File: src/common/tmcs_params.svh
// constants for the tributary maintenance control and status block
// assumes a 10 MHz system clock and an 8-bit register port
`ifndef TMCS_PARAMS_SVH
`define TMCS_PARAMS_SVH

`define TMCS_ADDR_W          8
`define TMCS_OFS_CTRL        8'h0c
`define TMCS_OFS_RSVD_LO     8'h0d
`define TMCS_OFS_RSVD_HI     8'h0f
`define TMCS_OFS_STATUS      8'h10
`define TMCS_CTRL_RESET      8'h00
`define TMCS_CTRL_WMASK      8'hf0
`define TMCS_BIT_TLB         7
`define TMCS_BIT_FLB         6
`define TMCS_BIT_RST         5
`define TMCS_BIT_SPAT        4
`define TMCS_LOS_WINDOW      175
`define TMCS_LOS_ONES_MIN    22
`define TMCS_CLK_HZ          10000000
`define TMCS_AIS_WINDOW_MS   3
`define TMCS_AIS_WINDOW_CYC  ((`TMCS_CLK_HZ / 1000) * `TMCS_AIS_WINDOW_MS)
`define TMCS_AIS_ZERO_MAX    2

`endif

File: src/common/tmcs_pkg.sv
// types for the tributary maintenance control and status block
// assumes tmcs_params.svh for all numeric constants
package tmcs_pkg;
  typedef logic [7:0] tmcs_byte_t;
  typedef enum logic [1:0] {TMCS_MAP_ASYNC, TMCS_MAP_BSYNC, TMCS_MAP_MBSYNC} tmcs_map_mode_t;
  typedef enum logic [1:0] {TMCS_CODE_AMI, TMCS_CODE_B8ZS, TMCS_CODE_NRZ} tmcs_line_code_t;
endpackage

File: src/rtl/tmcs_top.sv
// per-channel maintenance control and live defect status
// assumes plain register port and line pins sampled on the system clock
`timescale 1ns/10ps
`default_nettype none
`include "tmcs_params.svh"
module tmcs_top #(
  parameter int AIS_WINDOW_CYC = `TMCS_AIS_WINDOW_CYC
) (
  // clock and reset
  input  wire logic                      clock,
  input  wire logic                      nrst,
  // register port
  input  wire logic [`TMCS_ADDR_W-1:0]   addr,
  input  wire logic [7:0]                wdata,
  input  wire logic                      wr_stb,
  input  wire logic                      rd_stb,
  output logic      [7:0]                rdata,
  // configuration
  input  wire tmcs_pkg::tmcs_line_code_t line_code,
  input  wire logic                      rx_polarity_select,
  input  wire logic                      frame_loss_to_ais_select,
  input  wire logic                      global_reset,
  // line pins
  input  wire logic                      line_receive_clock,
  input  wire logic                      positive_rail_in,
  input  wire logic                      negative_rail_in,
  input  wire logic                      line_alarm_input_pin,
  // internal datapath
  input  wire logic                      coder_pos,
  input  wire logic                      coder_neg,
  input  wire logic                      decoder_data,
  input  wire logic                      pattern_gen_data,
  output logic                           decoder_in_pos,
  output logic                           decoder_in_neg,
  output logic                           decoder_in_clk,
  output logic                           coder_in_data,
  output logic                           channel_in_reset,
  // fault inputs
  input  wire logic                      desync_fault,
  input  wire logic                      map_error,
  input  wire logic                      multiframe_loss,
  input  wire logic                      rx_justif_ovf,
  input  wire logic                      gen_justif_ovf,
  input  wire logic                      violation_ovf,
  // status out
  output logic                           loss_of_signal
);
  import tmcs_pkg::*;

  logic [7:0] ctrl_q;
  logic [3:0] pin_s;
  logic       lrclk_q;
  logic       lrclk_rise;
  logic       los_d;
  logic [7:0] quiet_q;
  logic [7:0] pos_q;
  logic [7:0] ones_q;
  logic       ais;
  logic       bit_one;
  logic [7:0] status;
  logic       tlb;
  logic       flb;

  function automatic logic is_reserved(input logic [`TMCS_ADDR_W-1:0] a);
    is_reserved = (a >= `TMCS_OFS_RSVD_LO) && (a <= `TMCS_OFS_RSVD_HI);
  endfunction

  // alarm pin shares the line synchroniser
  tmcs_sync3 #(.W(4)) u_sync (
    .clock (clock),
    .nrst  (nrst),
    .d     ({line_alarm_input_pin, line_receive_clock, positive_rail_in, negative_rail_in}),
    .q     (pin_s)
  );

  assign tlb     = ctrl_q[`TMCS_BIT_TLB];
  assign flb     = ctrl_q[`TMCS_BIT_FLB];
  assign bit_one = pin_s[1] | pin_s[0];

  // control register; reserved low bits forced to zero
  always_ff @(posedge clock) begin
    if (!nrst) begin
      ctrl_q <= `TMCS_CTRL_RESET;
    end else if (wr_stb && addr == `TMCS_OFS_CTRL) begin
      ctrl_q <= wdata & `TMCS_CTRL_WMASK;
    end
  end

  // read path; status reads touch nothing else
  always_ff @(posedge clock) begin
    if (!nrst) begin
      rdata <= 8'h00;
    end else if (rd_stb) begin
      if (addr == `TMCS_OFS_CTRL) begin
        rdata <= ctrl_q;
      end else if (addr == `TMCS_OFS_STATUS) begin
        rdata <= status;
      end else if (is_reserved(addr)) begin
        rdata <= 8'h00;
      end else begin
        rdata <= 8'h00;
      end
    end else begin
      rdata <= 8'h00;
    end
  end

  // datapath steering
  always_ff @(posedge clock) begin
    if (!nrst) begin
      decoder_in_pos   <= 1'b0;
      decoder_in_neg   <= 1'b0;
      decoder_in_clk   <= 1'b0;
      coder_in_data    <= 1'b0;
      channel_in_reset <= 1'b1;
    end else begin
      channel_in_reset <= ctrl_q[`TMCS_BIT_RST] | global_reset;
      if (tlb) begin
        decoder_in_pos <= coder_pos;
        decoder_in_neg <= coder_neg;
        decoder_in_clk <= lrclk_rise;
      end else begin
        decoder_in_pos <= pin_s[1];
        decoder_in_neg <= pin_s[0];
        decoder_in_clk <= lrclk_rise;
      end
      if (ctrl_q[`TMCS_BIT_SPAT]) begin
        coder_in_data <= pattern_gen_data;
      end else if (flb) begin
        coder_in_data <= decoder_data;
      end else begin
        coder_in_data <= decoder_data;
      end
    end
  end

  // line clock edge finder on the synchronised level
  always_ff @(posedge clock) begin
    if (!nrst) begin
      lrclk_q <= 1'b0;
    end else begin
      lrclk_q <= pin_s[2];
    end
  end
  assign lrclk_rise = pin_s[2] & ~lrclk_q;

  // loss of signal: quiet run to enter, ones density to leave
  always_comb begin
    los_d = loss_of_signal;
    if (line_code == TMCS_CODE_NRZ) begin
      los_d = 1'b0;
    end else if (lrclk_rise) begin
      if (!loss_of_signal && !bit_one && quiet_q == 8'(`TMCS_LOS_WINDOW - 1)) begin
        los_d = 1'b1;
      end else if (loss_of_signal && pos_q == 8'(`TMCS_LOS_WINDOW - 1)) begin
        los_d = ~((ones_q + {7'h00, bit_one}) >= 8'(`TMCS_LOS_ONES_MIN));
      end
    end
  end

  always_ff @(posedge clock) begin
    if (!nrst) begin
      loss_of_signal <= 1'b0;
      quiet_q        <= '0;
      pos_q          <= '0;
      ones_q         <= '0;
    end else begin
      loss_of_signal <= los_d;
      if (line_code == TMCS_CODE_NRZ || channel_in_reset) begin
        quiet_q <= '0;
        pos_q   <= '0;
        ones_q  <= '0;
      end else if (lrclk_rise) begin
        quiet_q <= bit_one ? 8'h00 : (quiet_q == 8'hff ? quiet_q : quiet_q + 8'h01);
        if (pos_q == 8'(`TMCS_LOS_WINDOW - 1)) begin
          pos_q  <= '0;
          ones_q <= '0;
        end else begin
          pos_q  <= pos_q + 8'h01;
          ones_q <= ones_q + {7'h00, bit_one};
        end
      end
    end
  end

  tmcs_ais_det #(.WINDOW_CYC(AIS_WINDOW_CYC), .ZERO_MAX(`TMCS_AIS_ZERO_MAX)) u_ais (
    .clock   (clock),
    .nrst    (nrst),
    .bit_stb (lrclk_rise),
    .bit_one (bit_one),
    .ais     (ais)
  );

  // live status, assembled combinationally
  always_comb begin
    status    = 8'h00;
    status[7] = pin_s[3] ^ rx_polarity_select;
    status[6] = desync_fault;
    status[5] = loss_of_signal;
    status[4] = frame_loss_to_ais_select ? multiframe_loss : map_error;
    status[3] = ais;
    status[2] = rx_justif_ovf;
    status[1] = gen_justif_ovf;
    status[0] = violation_ovf;
  end
endmodule
`default_nettype wire

File: src/rtl/tmcs_sync3.sv
// three-stage synchroniser for pins from outside the clock domain
// assumes level inputs; output moves once stages two and three agree
`timescale 1ns/10ps
`default_nettype none
module tmcs_sync3 #(
  parameter int W = 1
) (
  // clock and reset
  input  wire logic         clock,
  input  wire logic         nrst,
  // data
  input  wire logic [W-1:0] d,
  output logic      [W-1:0] q
);
  logic [W-1:0] s1_q;
  logic [W-1:0] s2_q;
  logic [W-1:0] s3_q;

  always_ff @(posedge clock) begin
    if (!nrst) begin
      s1_q <= '0;
      s2_q <= '0;
      s3_q <= '0;
      q    <= '0;
    end else begin
      s1_q <= d;
      s2_q <= s1_q;
      s3_q <= s2_q;
      for (int i = 0; i < W; i++) begin
        if (s2_q[i] == s3_q[i]) begin
          q[i] <= s3_q[i];
        end
      end
    end
  end
endmodule
`default_nettype wire

File: src/rtl/tmcs_ais_det.sv
// ds1 ais detector over a fixed window of system clocks
// assumes one pulse per line bit, data valid with it
`timescale 1ns/10ps
`default_nettype none
`include "tmcs_params.svh"
module tmcs_ais_det #(
  parameter int WINDOW_CYC = `TMCS_AIS_WINDOW_CYC,
  parameter int ZERO_MAX   = `TMCS_AIS_ZERO_MAX
) (
  // clock and reset
  input  wire logic clock,
  input  wire logic nrst,
  // line bits
  input  wire logic bit_stb,
  input  wire logic bit_one,
  // state
  output logic      ais
);
  logic [31:0] tick_q;
  logic [15:0] zeros_q;
  logic [15:0] bits_q;

  // a window is "all ones" when it saw at least one bit and no more than ZERO_MAX zeros
  always_ff @(posedge clock) begin
    if (!nrst) begin
      tick_q  <= '0;
      zeros_q <= '0;
      bits_q  <= '0;
      ais     <= 1'b0;
    end else if (tick_q == 32'(WINDOW_CYC - 1)) begin
      tick_q  <= '0;
      zeros_q <= '0;
      bits_q  <= '0;
      ais     <= (bits_q != '0) && (zeros_q <= 16'(ZERO_MAX));
    end else begin
      tick_q <= tick_q + 32'd1;
      if (bit_stb) begin
        bits_q <= bits_q + 16'd1;
        if (!bit_one && zeros_q != 16'hffff) begin
          zeros_q <= zeros_q + 16'd1;
        end
      end
    end
  end
endmodule
`default_nettype wire

File: config.mk
export PLATFORM = sky130hd
export DESIGN_NAME = tmcs_top
export DESIGN_NICKNAME = d
export VERILOG_FILES = /design/src/common/tmcs_pkg.sv /design/src/rtl/tmcs_top.sv /design/src/rtl/tmcs_sync3.sv /design/src/rtl/tmcs_ais_det.sv
export VERILOG_INCLUDE_DIRS = /design/src /design/src/common
export SDC_FILE = /design/constraint.sdc
export NUM_CORES = 1
export LEC_CHECK = 0
export ABC_CLOCK_PERIOD_IN_PS = 2400
export BUFFER_PORTS_ARGS = -buffer_cell sky130_fd_sc_hd__buf_2
export CELL_PAD_IN_SITES_DETAIL_PLACEMENT = 1
export CELL_PAD_IN_SITES_GLOBAL_PLACEMENT = 2
export CORE_MARGIN = 1
export CORE_UTILIZATION = 36
export DETAILED_ROUTE_END_ITERATION = 8
export GPL_ROUTABILITY_DRIVEN = 1
export HOLD_SLACK_MARGIN = 0.15
export PLACE_DENSITY_LB_ADDON = 0.1
export SYNTH_ARGS = -nofsm -noshare
export SYNTH_HDL_FRONTEND = slang
export SYNTH_SLANG_ARGS = --single-unit
File: constraint.sdc
create_clock -name clock -period 2.4 [get_ports clock]
set_input_delay 0.36 -clock clock [delete_from_list [all_inputs] [get_ports clock]]
set_output_delay 0.36 -clock clock [all_outputs]
set_load 0.05 [all_outputs]
==> results_dict.tcl <==
set metrics [dict create \
    status "finished clean" \
    synth_compound_area_frac 0.0687 \
    finalNetCount 757 \
    endpoint "u_ais.tick_q[8]$_SDFF_PP0_" \
    pwr_density_cell_nw_per_um2 731 \
    synth_top_area_frac 0.448 \
    pin_count 53 \
    insertion_delay_ns 0.42 \
    synthCells 637 \
    viasPerCell 5.18 \
    syn_to_final_growth_pct 22.6 \
    drv_slew 0 \
    r2r-start "u_ais.tick_q[0]$_SDFF_PP0_" \
    grt_max_degree 39 \
    synthXorXnorAreaFrac 0.108 \
    cts_buffers 17 \
    clk_transition_reported_paths_ns 0.05 \
    wl_per_cell_um 15.0 \
    drive_above_1_share 0.142 \
    crit_start "u_ais.tick_q[0]$_SDFF_PP0_" \
    grt_pass1_vias 4801 \
    grt_use_total 0.184 \
    yosys_warnings 0 \
    utilization 0.460 \
    start_util 0.375 \
    cts_resized 0 \
    drtIter0Drc 179 \
    cts_tree "done" \
    synth_area_um2 5540 \
    post-dp-hpwl_um 9420 \
    rrSetupSlack_ns 0.23 \
    period_needed_ns 2.17 \
    hold_violations 0 \
    hold_slack_ns 0.202 \
    insertedDiodeCount 0 \
    rr_endpoint "u_ais.tick_q[8]$_SDFF_PP0_" \
    total_leakage_power_nw 2.47 \
    synth.yosys.seq_area_share 0.448 \
    hp-start "coder_neg" \
    synth_edf_count 0 \
    ir_worst_vdd_uv 474 \
    route.detailed.drc 0 \
    cap_viol_max_count 0 \
    fill_cells 1742 \
    synthAdderAreaFrac 0.0249 \
    worstRegToRegCells 7 \
    dr.pass1.iters 4 \
    min_period_over_period 0.905 \
    routed_wl_um 13500 \
    ys_ff_latch 124 \
    synth.largest_area_cell "dfxtp_1" \
    die-area_um2 15900 \
    synth_flop_cell "dfxtp_1" \
    min_path_type "in -> reg" \
    crit_fanout 38 \
    synth_nets 687 \
    synthMuxAreaShare 0.0201 \
    critical_path_class "reg -> reg" \
    clkSinkCount 124 \
    synthTopCellsByArea "dfxtp_1 45%, nor2_1 6.8%, xor2_1 6.3%" \
    arrival_ns 2.48 \
    ys_types 48 \
    async_flop_share 0 \
    io_buffers 48 \
    grt_pass1_wl_um 23200 \
    htree_levels 4 \
    avgSynthCellArea_um2 8.69 \
    required_ns 2.71 \
    dr_total_vias 4682 \
    cts_setup_buffers 0 \
    core_um2 14800 \
    worst_pin_slew_ns 0.640 \
    antenna_found_initial 0 \
    synth_common_cells "124 x dfxtp_1, 101 x nor2_1, 51 x nand2_1" \
    clock-root-buffer "clkbuf_16" \
    yosys.area_share.simple 0.304 \
    rsz0062_at_grt "no" \
    max_slew_margin 0.568 \
    die_h_um 126 \
    clock_skew_ns 0.00941 \
    synth_top_family_by_area "simple AND/OR/NAND/NOR gates" \
    setup_viol 0 \
    cp-start-kind "flop" \
    final.setup.tns_ns 0 \
    ant_nets 0 \
    rows 44 \
    cp-end-kind "flop" \
    max_freq_ghz 0.460 \
    synth.most_common_cell "dfxtp_1" \
    cts_buffer_depth 2 \
    chipWidth_um 126 \
    gp_congestion 0.758 \
    overflow 0 \
]
-- metal layers --
metal / wire, um / vias to the layer above / part of all wire / global-route usage
li1: - / 2370 / - / -
met1: 6430 / 2238 / 0.48 / 0.229
met2: 6470 / 57 / 0.48 / 0.303
met3: 393 / 17 / 0.029 / 0.0489
met4: 214 / 0 / 0.016 / 0.0723
met5: 0 / - / 0 / 0
-- logic make-up (layout without fill, tap and decap cells) --
group | Yosys count | after routing
simple gates | 324 | 324
flops | 124 | 124
xor+xnor | 68 | 68
compound gates | 63 | 63
buf+inv | 36 | 118
fa+ha+maj | 11 | 11
mux | 11 | 11
-- cell type report --
cell class	count	area [um2]	area share
sequential	124	2480	0.366
multi-input combinational	477	2910	0.429
inverter	12	45.0	0.00663
tap	184	230	0.0339
timing repair buffer	75	490	0.0722
clock inverter	12	196	0.0289
clock buffer	19	433	0.0638
-- critical path, cell delays in order (launching register included) --
cell and delay, ns:
dfxtp_1 0.36, ha_1 0.18, and3_1 0.21, nand4_1 0.12, or4_1 0.63, nand2_2 0.23
buf_12 0.23, nor2_1 0.08
-- placed cells by master (no fill, tap or decap), types with 5 or more instances in the layout --
cell type      instances
nor4_1                18
o21ai_0               19
nor2b_1                9
xnor2_1               28
mux2i_1               10
buf_4                 16
and3_1                 8
and2_1                20
dfxtp_1              124
and4_1                10
nand4_1               31
inv_1                 12
buf_2                 48
a21oi_1               18
nand2_1               50
bufinv_16              5
a31oi_1                6
dlygate4sd3_1          9
xor2_1                40
ha_1                  11
nor3_1                19
nand3_1               23
nor2_1               101
nor4b_1                5
clkbuf_16             17
-- sequential cells by signal, indices dropped and copies added (netlist names), 4 cells and up --
signal	count
ctrl_q	4
u_ais.bits_q	16
quiet_q	8
u_sync.s2_q	4
pos_q	8
u_ais.zeros_q	16
u_sync.q	4
rdata	8
ones_q	8
u_sync.s3_q	4
u_sync.s1_q	4
u_ais.tick_q	32
-- worst min-delay path by stage --
| stage | slack (ns) | cells after the start | endpoint |
|---|---|---|---|
| floorplan | 0.41 | 1 | u_sync.s2_q[0]$_SDFF_PN0_ |
| global placement | 0.41 | 1 | u_sync.s2_q[3]$_SDFF_PN0_ |
| detailed placement | 0.42 | 1 | u_sync.s2_q[3]$_SDFF_PN0_ |
| CTS | 0.18 | 3 | ctrl_q[5]$_SDFFE_PN0P_ |
| global route | 0.19 | 3 | ctrl_q[5]$_SDFFE_PN0P_ |
| finish | 0.20 | 3 | decoder_in_neg$_SDFF_PN0_ |
-- through the flow --
step                worst slack (ns)  total power [W]  std cells  instance area (um2)
floorplan                      0.451          0.00218        637                 5540
global placement               0.199          0.00224        863                 6070
detailed placement             0.215          0.00224        863                 6070
CTS                            0.179          0.00504        903                 6790
global route                  0.0663          0.00514        903                 6790
finish                         0.228          0.00496        903                 6790
-- power by group --
part	internal [W]	switching (W)
Combinational	0.0000587	0.0000631
Clock	0.00183	0.000930
Sequential	0.00207	0.00000809
Total	0.00396	0.00100
-- repair_timing --
action	in CTS	in global routing
endpoints found under the hold margin	9	0
hold buffers	9	0
endpoints found under the setup margin	0	0
No activity file was read; power rests on OpenSTA's default activity.
